==> config.mk <==
export PLATFORM = sky130hd
export DESIGN_NAME = fps_front_panel
export DESIGN_NICKNAME = d
export VERILOG_FILES = /design/src/fps_pkg.sv /design/src/fps_front_panel.sv
export SDC_FILE = /design/constraint.sdc
export NUM_CORES = 1
export LEC_CHECK = 0
export BUFFER_PORTS_ARGS = -buffer_cell sky130_fd_sc_hd__buf_2
export CORE_MARGIN = 2
export CORE_UTILIZATION = 25
export DETAILED_ROUTE_END_ITERATION = 10
export GPL_ROUTABILITY_DRIVEN = 0
export PLACE_DENSITY_LB_ADDON = 0.3
export REMOVE_ABC_BUFFERS = 1
export SYNTH_ARGS = -nofsm -noshare
export SYNTH_HDL_FRONTEND = slang
export SYNTH_SLANG_ARGS = --single-unit
==> constraint.sdc <==
create_clock -name ref_clk -period 7.6 [get_ports ref_clk]
set_clock_uncertainty 0.15 [all_clocks]
set_input_delay 0 -clock ref_clk [delete_from_list [all_inputs] [get_ports ref_clk]]
set_output_delay 0 -clock ref_clk [all_outputs]
set_load 0.01 [all_outputs]
==> src/fps_pkg.sv <==
/*
 Package for the front-panel switch and LED supervisor.
 Holds timing figures, derived cycle counts, fault codes and mode encodings.
 Assumes a single 10 MHz system clock.
*/
`default_nettype none
package fps_pkg;
    // ------------------------------------------------------------
    // Clock and timing
    // ------------------------------------------------------------
    localparam int unsigned CLK_HZ = 10000000; // System clock rate
    localparam int unsigned HOLD_MS = 3000; // Switch hold time, 3 s
    localparam int unsigned GAP_MS = 2000; // Dark gap after a burst, 2 s
    localparam int unsigned REBOOT_S = 30; // Time allowed for reboot
    localparam int unsigned FLASH_MS = 500; // Half period of 1 Hz flash
    // Derived cycle counts (integer division truncates; exact at 10 MHz)
    localparam int unsigned HOLD_CYC = (CLK_HZ / 1000) * HOLD_MS;
    localparam int unsigned GAP_CYC = (CLK_HZ / 1000) * GAP_MS;
    localparam int unsigned REBOOT_CYC = CLK_HZ * REBOOT_S;
    localparam int unsigned FLASH_CYC = (CLK_HZ / 1000) * FLASH_MS;
    // ------------------------------------------------------------
    // Fault codes: value is the flash count of the burst
    // ------------------------------------------------------------
    localparam logic [2:0] FLT_NONE = 3'h0; // No fault
    localparam logic [2:0] FLT_ID_EMPTY = 3'h2; // Network identifier empty
    localparam logic [2:0] FLT_ID_CORRUPT = 3'h3; // Internal identifier file corrupt
    localparam logic [2:0] FLT_ID_TEXT = 3'h4; // Identifier text file invalid
    localparam logic [2:0] FLT_ID_MISSING = 3'h5; // File missing or card empty
    // ------------------------------------------------------------
    // Load kinds
    // ------------------------------------------------------------
    typedef enum logic [1:0] {
        FPS_LD_NONE = 2'b00,
        FPS_LD_FW = 2'b01,
        FPS_LD_APP = 2'b10
    } fps_load_t;
    // ------------------------------------------------------------
    // LED sequencer states
    // ------------------------------------------------------------
    typedef enum logic [2:0] {
        FPS_ST_BOOT = 3'b000,
        FPS_ST_IDLE = 3'b001,
        FPS_ST_LOAD = 3'b010,
        FPS_ST_FAIL = 3'b011,
        FPS_ST_REBOOT = 3'b100
    } fps_state_t;
endpackage
`default_nettype wire

==> src/fps_front_panel.sv <==
/*
 Front-panel supervisor: interprets the load and run/stop switches by hold
 time and power-up state, requests loads, mode toggles and erase, and
 drives the OK and RUN LEDs with status and counted fault bursts.
 Assumes switch inputs are debounced, active high and synchronous to
 ref_clk; card status and load results come from the firmware side.
*/
`timescale 1ns/10ps
`default_nettype none
module fps_front_panel #(
    parameter int unsigned HOLD_CYC = fps_pkg::HOLD_CYC, // Switch hold time
    parameter int unsigned GAP_CYC = fps_pkg::GAP_CYC, // Dark gap length
    parameter int unsigned FLASH_CYC = fps_pkg::FLASH_CYC, // Flash half period
    parameter int unsigned REBOOT_CYC = fps_pkg::REBOOT_CYC // Reboot allowance
) (
    input wire logic ref_clk,
    input wire logic arst_n,
    input wire logic clk_en,
    input wire logic load_sw,
    input wire logic run_sw,
    input wire logic boot_done,
    input wire logic card_bootable,
    input wire logic card_fw_found,
    input wire logic card_app_found,
    input wire logic self_test_pass,
    input wire logic io_forcing,
    input wire logic dload_active,
    input wire logic dload_done,
    input wire logic dload_fail,
    input wire logic [2:0] dload_err,
    input wire logic [2:0] fault_code,
    output logic card_boot_q,
    output logic fw_load_q,
    output logic app_load_q,
    output logic erase_all_q,
    output logic run_mode_q,
    output logic reboot_q,
    output logic ok_led_q,
    output logic run_led_q
);
    // ------------------------------------------------------------
    // Reset release
    // ------------------------------------------------------------
    logic rst_s1_q; // First release stage
    logic rst_n_q; // Released reset used by all logic
    always_ff @(posedge ref_clk or negedge arst_n) begin
        if (!arst_n) begin
            rst_s1_q <= 1'b0;
            rst_n_q <= 1'b0;
        end else begin
            rst_s1_q <= 1'b1;
            rst_n_q <= rst_s1_q;
        end
    end

    // ------------------------------------------------------------
    // Helpers
    // ------------------------------------------------------------
    // Saturating increment of a 32-bit counter
    function automatic logic [31:0] sat_inc(input logic [31:0] v);
        sat_inc = (v == 32'hFFFFFFFF) ? v : v + 32'h1;
    endfunction

    // ------------------------------------------------------------
    // Switch hold timing and actions
    // ------------------------------------------------------------
    logic [31:0] hold_q, hold_d; // Cycles the current combination is held
    logic [1:0] combo_q, combo_d; // Switch combination being timed
    logic fired_q, fired_d; // Action issued; wait for release
    logic strap_q, strap_d; // Power-up strap sampled
    logic card_boot_d, fw_load_d, app_load_d, erase_all_d, run_mode_d;
    logic [1:0] combo; // Live combination {load, run}
    fps_pkg::fps_load_t kind; // Which load the card contents select

    always_comb begin
        combo = {load_sw, run_sw};
        // Firmware first, else application, else nothing
        if (card_fw_found) begin
            kind = fps_pkg::FPS_LD_FW;
        end else if (card_app_found) begin
            kind = fps_pkg::FPS_LD_APP;
        end else begin
            kind = fps_pkg::FPS_LD_NONE;
        end
        hold_d = hold_q;
        combo_d = combo;
        fired_d = fired_q;
        strap_d = 1'b1;
        card_boot_d = card_boot_q;
        fw_load_d = 1'b0;
        app_load_d = 1'b0;
        erase_all_d = 1'b0;
        run_mode_d = run_mode_q;
        // Strap caught once, just after reset release
        if (!strap_q) begin
            card_boot_d = load_sw;
            if (load_sw && card_bootable && card_fw_found) begin
                fw_load_d = 1'b1;
            end
        end
        // Timing restarts whenever the combination changes, so a
        // late second switch does not inherit the first one's time
        if (combo != combo_q || combo == 2'b00) begin
            hold_d = 32'h0;
            fired_d = 1'b0;
        end else begin
            hold_d = sat_inc(hold_q);
        end
        // Fires one edge after hold_q reaches HOLD_CYC - 1, so the
        // combination has stood unchanged for HOLD_CYC full cycles
        // Hold actions only once boot is complete
        if (boot_done && strap_q && !fired_q && combo == combo_q &&
            hold_q == HOLD_CYC - 1) begin
            fired_d = 1'b1;
            case (combo)
                2'b11: erase_all_d = 1'b1;
                2'b01: run_mode_d = !run_mode_q;
                2'b10: begin
                    fw_load_d = (kind == fps_pkg::FPS_LD_FW);
                    app_load_d = (kind == fps_pkg::FPS_LD_APP);
                end
                default: ;
            endcase
        end
    end

    always_ff @(posedge ref_clk or negedge rst_n_q) begin
        if (!rst_n_q) begin
            hold_q <= 32'h0;
            combo_q <= 2'b00;
            fired_q <= 1'b0;
            strap_q <= 1'b0;
            card_boot_q <= 1'b0;
            fw_load_q <= 1'b0;
            app_load_q <= 1'b0;
            erase_all_q <= 1'b0;
            run_mode_q <= 1'b0;
        end else if (clk_en) begin
            hold_q <= hold_d;
            combo_q <= combo_d;
            fired_q <= fired_d;
            strap_q <= strap_d;
            card_boot_q <= card_boot_d;
            fw_load_q <= fw_load_d;
            app_load_q <= app_load_d;
            erase_all_q <= erase_all_d;
            run_mode_q <= run_mode_d;
        end
    end

    // ------------------------------------------------------------
    // LED sequencer
    // ------------------------------------------------------------
    fps_pkg::fps_state_t st_q, st_d; // Sequencer state
    logic [31:0] tmr_q, tmr_d; // Phase timer
    logic [2:0] code_q, code_d; // Burst length in flashes
    logic [2:0] cnt_q, cnt_d; // Flashes done in this burst
    logic phase_q, phase_d; // Flash phase, 1 = lit
    logic gap_q, gap_d; // In dark gap after a burst
    logic reboot_d, ok_led_d, run_led_d;
    logic tick; // Half period elapsed

    always_comb begin
        tick = (tmr_q >= FLASH_CYC - 1);
        st_d = st_q;
        tmr_d = sat_inc(tmr_q);
        code_d = code_q;
        cnt_d = cnt_q;
        phase_d = phase_q;
        gap_d = gap_q;
        reboot_d = 1'b0;
        ok_led_d = 1'b0;
        run_led_d = 1'b0;
        case (st_q)
            fps_pkg::FPS_ST_BOOT, fps_pkg::FPS_ST_IDLE: begin
                if (tick) begin
                    tmr_d = 32'h0;
                    phase_d = !phase_q;
                end
                // Normal status display
                if (io_forcing) begin
                    ok_led_d = phase_q;
                end else begin
                    ok_led_d = self_test_pass;
                end
                run_led_d = run_mode_q;
                // Start-up fault bursts take over the display
                if (fault_code >= fps_pkg::FLT_ID_EMPTY &&
                    fault_code <= fps_pkg::FLT_ID_MISSING) begin
                    st_d = fps_pkg::FPS_ST_FAIL;
                    code_d = fault_code;
                    cnt_d = 3'h0;
                    phase_d = 1'b0;
                    gap_d = 1'b0;
                    tmr_d = 32'h0;
                end else if (dload_active) begin
                    st_d = fps_pkg::FPS_ST_LOAD;
                    tmr_d = 32'h0;
                    phase_d = 1'b0;
                end
            end
            fps_pkg::FPS_ST_LOAD: begin
                // OK and RUN in opposite phase
                ok_led_d = phase_q;
                run_led_d = !phase_q;
                if (tick) begin
                    tmr_d = 32'h0;
                    phase_d = !phase_q;
                end
                if (dload_done) begin
                    st_d = fps_pkg::FPS_ST_REBOOT;
                    tmr_d = 32'h0;
                end else if (dload_fail) begin
                    st_d = fps_pkg::FPS_ST_FAIL;
                    code_d = (dload_err == 3'h0) ? 3'h1 : dload_err;
                    cnt_d = 3'h0;
                    phase_d = 1'b0;
                    gap_d = 1'b0;
                    tmr_d = 32'h0;
                end
            end
            fps_pkg::FPS_ST_FAIL: begin
                // Both LEDs together, counted burst then dark gap
                ok_led_d = phase_q && !gap_q;
                run_led_d = phase_q && !gap_q;
                if (gap_q) begin
                    if (tmr_q >= GAP_CYC - 1) begin
                        gap_d = 1'b0;
                        cnt_d = 3'h0;
                        tmr_d = 32'h0;
                    end
                end else if (tick) begin
                    tmr_d = 32'h0;
                    phase_d = !phase_q;
                    if (phase_q) begin
                        cnt_d = cnt_q + 3'h1;
                        if (cnt_q + 3'h1 == code_q) begin
                            gap_d = 1'b1;
                        end
                    end
                end
                // A new download restarts the sequence
                if (dload_active && !dload_fail) begin
                    st_d = fps_pkg::FPS_ST_LOAD;
                    tmr_d = 32'h0;
                    phase_d = 1'b0;
                end
            end
            fps_pkg::FPS_ST_REBOOT: begin
                // Flashing stopped; reboot request held for the allowance
                reboot_d = 1'b1;
                if (tmr_q >= REBOOT_CYC - 1) begin
                    st_d = fps_pkg::FPS_ST_BOOT;
                    tmr_d = 32'h0;
                end
            end
            default: st_d = fps_pkg::FPS_ST_BOOT;
        endcase
    end

    always_ff @(posedge ref_clk or negedge rst_n_q) begin
        if (!rst_n_q) begin
            st_q <= fps_pkg::FPS_ST_BOOT;
            tmr_q <= 32'h0;
            code_q <= 3'h0;
            cnt_q <= 3'h0;
            phase_q <= 1'b0;
            gap_q <= 1'b0;
            reboot_q <= 1'b0;
            ok_led_q <= 1'b0;
            run_led_q <= 1'b0;
        end else if (clk_en) begin
            st_q <= st_d;
            tmr_q <= tmr_d;
            code_q <= code_d;
            cnt_q <= cnt_d;
            phase_q <= phase_d;
            gap_q <= gap_d;
            reboot_q <= reboot_d;
            ok_led_q <= ok_led_d;
            run_led_q <= run_led_d;
        end
    end
endmodule // fps_front_panel
`default_nettype wire

### Word level (Yosys, flattened, before mapping)

Cells that the tools add are included.

| storage, ports and cells | value |
|---|---|
| register bits | 89 |
| bits of input ports | 20 |
| output and inout port bits | 8 |
| logic and storage cells | 153 |

| operators by class | value |
|---|---|
| $add $sub $neg | 3 |
| magnitude comparators | 5 |
| eq/ne operators | 27 |
| multiplexer cells | 66 |
| bitwise logic cells | 1 |
| reductions and logical operators | 31 |

Operator list:

| kind | count |
|---|---|
| $mux 32 | 12 |
| $pmux 32 s4 | 1 |
| $add 32x1->32 const B | 2 |
| $eq 32x32->1 const B | 2 |
| $mux 3 | 17 |
| $eq 32x25->1 const B | 1 |
| $ge 32x23->1 const B | 1 |
| $ge 32x25->1 const B | 1 |
| $ge 32x29->1 const B | 1 |
| $mux 1 | 27 |
| $ne 3x3->1 const B | 6 |
| $reduce_and 5->1 | 3 |
| $ne 2x2->1 const B | 6 |
| $pmux 1 s3 | 4 |
| $pmux 3 s4 | 1 |
| $logic_and 1x1->1 | 9 |
| $pmux 3 s3 | 1 |
| $reduce_and 8->1 | 1 |
| $eq 2x2->1 const B | 3 |
| $eq 3x2->1 const B | 2 |
| $logic_not 3->1 | 2 |
| $pmux 3 s2 | 1 |
| $reduce_and 2->1 | 3 |
| $reduce_and 3->1 | 2 |
| other kinds (17) | 24 |

### Longest topological paths before layout

Gate-level depths: netlist (run 1).

| logic depth | value |
|---|---|
| word-level depth | 7 |
| gate-level depth with buffers | 8 |
| gate-level depth less buffers | 7 |

### Worst setup path after synthesis (run 1)

OpenSTA, ideal clock, no wires.

| timing | value |
|---|---|
| path type | register -> register |
| start point | reg tmr_q[17] |
| end point | reg tmr_q[0] |
| library setup time | 0.119 ns |
| arrival | 2.327 ns |
| data required time | 7.331 ns |
| setup slack | 5.004 ns |
| cell stages (with the launch flop) | 8 |
| path buffers | 1 |
| clock period less this slack | 2.596 ns |
| cells stage by stage | dfrtp_1 or3_4 or4_1 a211oi_2 nor2_1 a2111oi_4 buf_6 nor2_2 |

| between the ends | value |
|---|---|
| longest elaborated chain between the ends | 6 |
| elaborated cells between the ends (all ways) | 15 |
| those cells by class | order compare (3); eq/ne (1); mux (11) |

RTL lines:

| what | RTL line | text |
|---|---|---|
| start, declared | fps_front_panel.sv:155 | `logic [31:0] tmr_q, tmr_d;` |
| start signal, assigned | fps_front_panel.sv:274 | `tmr_q <= tmr_d;` |
| parallel branches: the longest is 5 deep, another holds $ge 32x23->1 | -- |  |
| $pmux 32 s4 (*) | fps_front_panel.sv:174 | `case (st_q)` |

Every way passes the cells marked *.
A chain may end at the register's enable or synchronous reset.

### Worst setup path in the final report (run 1)

| timing | value |
|---|---|
| start point | reg tmr_q[17] |
| end point | reg tmr_q[15] |

Same word-level chain as after synthesis.

==> flow_summary.json, run 1 <==
{
  "final_max_slew_viol_count": 0,
  "setup_violations": 0,
  "drive_above_1_share_pct": 11.3,
  "syn_avg_cell_area_sq_um": 9.10,
  "io_buffers": 27,
  "synth_edf_count": 0,
  "power_per_cell_area_nw_per_um2": 222,
  "cap_violations": 0,
  "dr.first_iter.drc_count": 415,
  "grt_antenna_before_repair": 0,
  "nFillCells": 2137,
  "grt_use_met2_pct": 18.7,
  "regToRegEndpoint": "tmr_q[15]",
  "grt-ovfl-total": 0,
  "fp.dieW_microns": 149,
  "wirelength_microns": 12500,
  "met1_usage_pct": 16.5,
  "first_pass_iters": 5,
  "drc_errors": 0,
  "vias": 4324,
  "min_from": "dload_active",
  "pin_count": 28,
  "worstSkewPairLatency_ns": 0.35,
  "synthToLayoutAreaGrowth_pct": 16.8,
  "stdcell_count": 882,
  "fin_crit_sh_pct": 38.7,
  "synth-seq-area-share_pct": 42.6,
  "cts_tree": "built",
  "dieArea_sq_um": 22100,
  "hold_path.class": "in -> reg",
  "top_usage_layer": "met2",
  "p_leak_nw": 2.40,
  "nets": 630,
  "ys_types": 65,
  "worstPathArrival_ns": 3.00,
  "grt_util_all_layers_pct": 11.7,
  "grt_use_met3_pct": 2.36,
  "hold_depth": 4,
  "synth-seq-cells": 89,
  "slew-limit-headroom_pct": 29.7,
  "rsz0062_at_grt": "no",
  "postCtsResizedCells": 0,
  "fin_hold_ws_ns": 0.0667,
  "dp.cells": 846,
  "vias_per_cell": 4.90,
  "rr_worst_depth": 7,
  "cp-start-kind": "register",
  "cp-end-kind": "register",
  "total_power_mw": 1.35,
  "grt_pass1_vias": 4102,
  "outcome": "finished clean",
  "synth.cell_area_sq_um": 5220,
  "min_period_ns": 2.94,
  "required_ns": 7.66,
  "grt_pass1_wl_microns": 21200,
  "yosys_warnings": 0,
  "wl_per_cell_microns": 14.2,
  "hold_viol": 0,
  "clock_path_buffers": 2,
  "rrSetupSlack_ns": 4.66,
  "clk_pin_slew_ns": 0.07,
  "rows": 52,
  "cp_max_fo": 32,
  "synthFlopType": "dfrtp_1",
  "htreeDepth": 3,
  "hold-path-endpoint": "phase_q",
  "clockRootBuffer": "clkbuf_16",
  "clock-sinks": 89,
  "antenna_cells": 0,
  "timing.fmax_ghz": 0.340,
  "syn_inst": 574,
  "drtAntennaViolNets": 0,
  "dpl.hpwl_microns": 8460,
  "fin_tns_setup_ns": 0,
  "crit_type": "reg -> reg",
  "async_reset_ff_share_pct": 100,
  "irDropWorstVdd_uv": 113,
  "die_height_microns": 149,
  "core_sq_um": 20400,
  "reg2reg_from": "tmr_q[17]",
  "start_util_pct": 25.7,
  "cts_buffers": 9,
  "grt_max_degree": 61,
  "worst_pin_slew_ns": 1.05
}
-- cell families after synthesis --
family / synth area share (%)
AO/OA/AOI/OAI: 14.3
XOR/XNOR: 8.38
adder cells (fa/ha/maj): 0.719
buffers and inverters: 4.48
flip-flops: 42.6
multiplexers: 2.20
other: 0.0718
AND/OR/NAND/NOR: 27.2
-- registers in the layout, summed over array words and instances (netlist names), 2 cells and up --
register  cells
hold_q       32
tmr_q        32
cnt_q         3
code_q        3
st_q          3
combo_q       2
-- area by class of cell --
class	count	area (sq um)	share of cell area [%]
clock buffer	9	225	3.69
clock inverter	7	124	2.03
inverter	15	56.3	0.923
multi-input combinational	441	2760	45.3
sequential	89	2230	36.6
tap	270	338	5.54
timing repair buffer	51	365	5.99
-- metal layers --
layer	vias to the layer above	part of all wire, %
met3	14	3.3
li1	2164	-
met2	84	47
met5	-	0
met4	0	1.3
met1	2062	48
-- power breakdown --
group	internal, mW	switching, mW	leakage, nW	total (mW)
logic	0.109	0.150	1.01	0.259
clock network	0.326	0.201	0.172	0.526
registers	0.510	0.0568	1.21	0.567
total	0.945	0.407	2.40	1.35
-- worst max-delay path, stage by stage (launching register included) --
cell and delay [ns]:
dfrtp_1 0.46, or3_4 0.42, or4_1 0.54, a211oi_2 0.25
nor2_1 0.12, a2111oi_4 0.34, buf_4 0.41, nor2_1 0.09
-- repair_timing --
action                    4_1_cts  5_1_grt
buffers inserted                0        0
hold buffers                   20        0
hold endpoints to repair       14        0
-- stage by stage --
stage | cell area [sq um] | setup WS, ns | utilization, %
finish | 6100 | 4.66 | 30.0
global route | 6100 | 4.29 | 30.0
CTS | 6100 | 4.63 | 30.0
detailed placement | 5550 | 4.65 | 27.3
global placement | 5550 | 4.66 | 27.3
floorplan | 5050 | 4.37 | -
-- cells in the final DEF (no fill, tap or decap), types with 8 or more instances in the layout --
cell	netlist	layout
dfrtp_1	89	88
nor2_1	58	58
nand2_1	46	46
nand3_1	27	27
a21oi_1	27	27
xnor2_1	27	27
buf_2	2	27
o21ai_0	25	25
xor2_1	23	23
nand4_1	22	22
nor3_1	20	20
dlygate4sd3_1	0	20
inv_1	15	15
nor4_1	14	14
or3_1	10	10
or4_1	10	10
nor2_2	10	10
and4_1	9	9
and3_1	9	9
o2111ai_1	9	9
o211ai_1	9	9
clkbuf_16	0	9
o31ai_1	8	8
-- how the worst max path moves through the flow --
stage / start / endpoint / slack (ns) / cells after the start
floorplan: tmr_q[17] / tmr_q[11] / 4.37 / 6
global placement: tmr_q[17] / tmr_q[13] / 4.66 / 7
detailed placement: tmr_q[17] / tmr_q[31] / 4.65 / 7
CTS: tmr_q[17] / tmr_q[21] / 4.63 / 7
global route: combo_q[1] / hold_q[19] / 4.29 / 6
finish: tmr_q[17] / tmr_q[15] / 4.66 / 7
-- cell usage after synthesis (10+ instances only) --
library cell / instances / area (sq um)
a21oi_1: 27 / 135
clkbuf_1: 13 / 48.8
dfrtp_1: 89 / 2230
inv_1: 15 / 56.3
nand2_1: 46 / 173
nand3_1: 27 / 135
nand4_1: 22 / 138
nor2_1: 58 / 218
nor2_2: 10 / 62.6
nor3_1: 20 / 100
nor4_1: 14 / 87.6
o21ai_0: 25 / 125
or3_1: 10 / 62.6
or4_1: 10 / 75.1
xnor2_1: 27 / 236
xor2_1: 23 / 201
Power figures use the tool's default switching activity.
==> run 2: changes to the inputs <==
Clock period 7.6 ns to 2.7 ns, I/O delays scaled along.
==> flow_summary.json, run 2 (synthesized netlist as in run 1, its figures left out) <==
{
  "cts_tree": "built",
  "clock-sinks": 89,
  "hold-path-endpoint": "run_led_q",
  "min_period_ns": 2.58,
  "rr_worst_depth": 8,
  "final_cell_mix": "88 x dfrtp_1, 58 x nor2_1, 46 x nand2_1, 39 x buf_4",
  "drc_errors": 0,
  "grt_antenna_before_repair": 0,
  "cap_violations": 0,
  "hold_viol": 0,
  "dr.first_iter.drc_count": 251,
  "drtAntennaViolNets": 0,
  "grt_util_all_layers_pct": 12.5,
  "p_clk_share_pct": 32.8,
  "min_from": "clk_en",
  "rsz0062_at_grt": "no",
  "grt-ovfl-total": 0,
  "reg_top3": "hold_q (32), tmr_q (32)",
  "dpl-instance-area_sq_um": 5850,
  "dpl.hpwl_microns": 9170,
  "vias_per_cell": 4.85,
  "switchingPower_mw": 1.17,
  "multiInputGateArea_sq_um": 2780,
  "antenna_cells": 0,
  "die_height_microns": 149,
  "core_sq_um": 20400,
  "p_comb_share_pct": 24.0,
  "drive_above_1_share_pct": 16.8,
  "fin_hold_ws_ns": 0.0505,
  "rrSetupSlack_ns": 0.12,
  "required_ns": 2.79,
  "regArea_sq_um": 2230,
  "clock_path_buffers": 2,
  "regToRegEndpoint": "tmr_q[16]",
  "setup_violations": 0,
  "cp-end-kind": "register",
  "p_leak_nw": 2.58,
  "wirelength_microns": 13300,
  "seq_power_share_pct": 43.1,
  "pin_count": 28,
  "cp-start-kind": "register",
  "fp.dieW_microns": 149,
  "power_per_cell_area_nw_per_um2": 575,
  "postLayoutCoreUtil_pct": 31.3,
  "clk_pin_slew_ns": 0.07,
  "timing.fmax_ghz": 0.388,
  "hold_path.class": "in -> reg",
  "clockRootBuffer": "clkbuf_16",
  "fin_crit_sh_pct": 95.5,
  "rows": 52,
  "hold_depth": 3,
  "p_int_mw": 2.49,
  "htreeDepth": 3,
  "stdcell_count": 919,
  "grt_pass1_wl_microns": 22400,
  "irDropWorstVdd_uv": 259,
  "crit_type": "reg -> reg",
  "slew-limit-headroom_pct": 64.3,
  "wl_per_cell_microns": 14.4,
  "grt_pass1_vias": 4335,
  "grt_max_degree": 51,
  "synthToLayoutAreaGrowth_pct": 22.0,
  "total_power_mw": 3.66,
  "final_max_slew_viol_count": 0,
  "worst_pin_slew_ns": 0.535,
  "fin_area_sq_um": 6370,
  "cp_max_fo": 16,
  "outcome": "finished clean",
  "final_common_cell": "dfrtp_1",
  "start_util_pct": 25.7,
  "nets": 667,
  "reg2reg_from": "tmr_q[17]",
  "cts_buffers": 9,
  "dieArea_sq_um": 22100,
  "worstSkewPairLatency_ns": 0.35,
  "first_pass_iters": 4,
  "dp.cells": 882,
  "worstPathArrival_ns": 2.67,
  "nFillCells": 2164,
  "io_buffers": 27,
  "sw_frac_of_total_pct": 31.9,
  "vias": 4455
}
## run 2: cell count changes in the layout (fill, tap and decap cells not counted), sizes merged
cell	before	now
buf	31	68
bufinv	3	0
clkbuf	9	12
clkinv	1	2
clkinvlp	0	1
dlygate4sd3	20	19
inv	18	17
## run 2: metrics by stage
stage	setup TNS, ns	setup WS (ns)
floorplan	-26.19	-0.531
global placement	0	0.147
detailed placement	0	0.0965
CTS	0	0.0711
global route	0	0.0320
finish	0	0.120
## run 2: worst max-delay path by stage
stage                          from         to  slack [ns]
after global routing       tmr_q[0]      gap_q        0.03
final                     tmr_q[17]  tmr_q[16]        0.12
after detailed placement  tmr_q[17]  tmr_q[16]         0.1
after floorplan           tmr_q[17]  tmr_q[11]       -0.53
after CTS                 tmr_q[17]  tmr_q[25]        0.07
after global placement    tmr_q[17]  tmr_q[23]        0.15
## run 2: cell type report
type	instances	area share, %
clock buffer	11	3.81
multi-input combinational	441	43.7
clock inverter	5	0.609
timing repair buffer	88	10.7
inverter	15	0.884
sequential	89	35.0
tap	270	5.30
## run 2: power groups by stage
stage               sequential, mW  clock (mW)  combinational (mW)
global placement              1.60           0               0.773
floorplan                     1.59           0               0.501
finish                        1.58        1.20               0.879
detailed placement            1.60           0               0.775
global route                  1.60        1.31               0.983
CTS                           1.58        1.25               0.821
## run 2: critical path, stage by stage (launching register included)
cell	delay, ns
dfrtp_1	0.39
or3_4	0.40
or4_1	0.52
a211oi_2	0.19
nor2_1	0.09
a2111oi_4	0.28
buf_4	0.20
clkbuf_16	0.19
nor2_1	0.06
## run 2: routing by layer
metal  track usage [%]  routed length (microns)  vias up
met5                 0                        0        -
met4              3.57                       62        0
met3              2.58                      371        6
met2              19.3                     6090       56
met1              17.8                     6750     2140
li1                  -                        -     2253
## run 2: what timing repair did
item                                   CTS  global route
setup buffers                            0             1
endpoints found under the hold margin   14             0
setup endpoints to repair                0            23
hold buffers                            19             0
resized for setup                        0             5
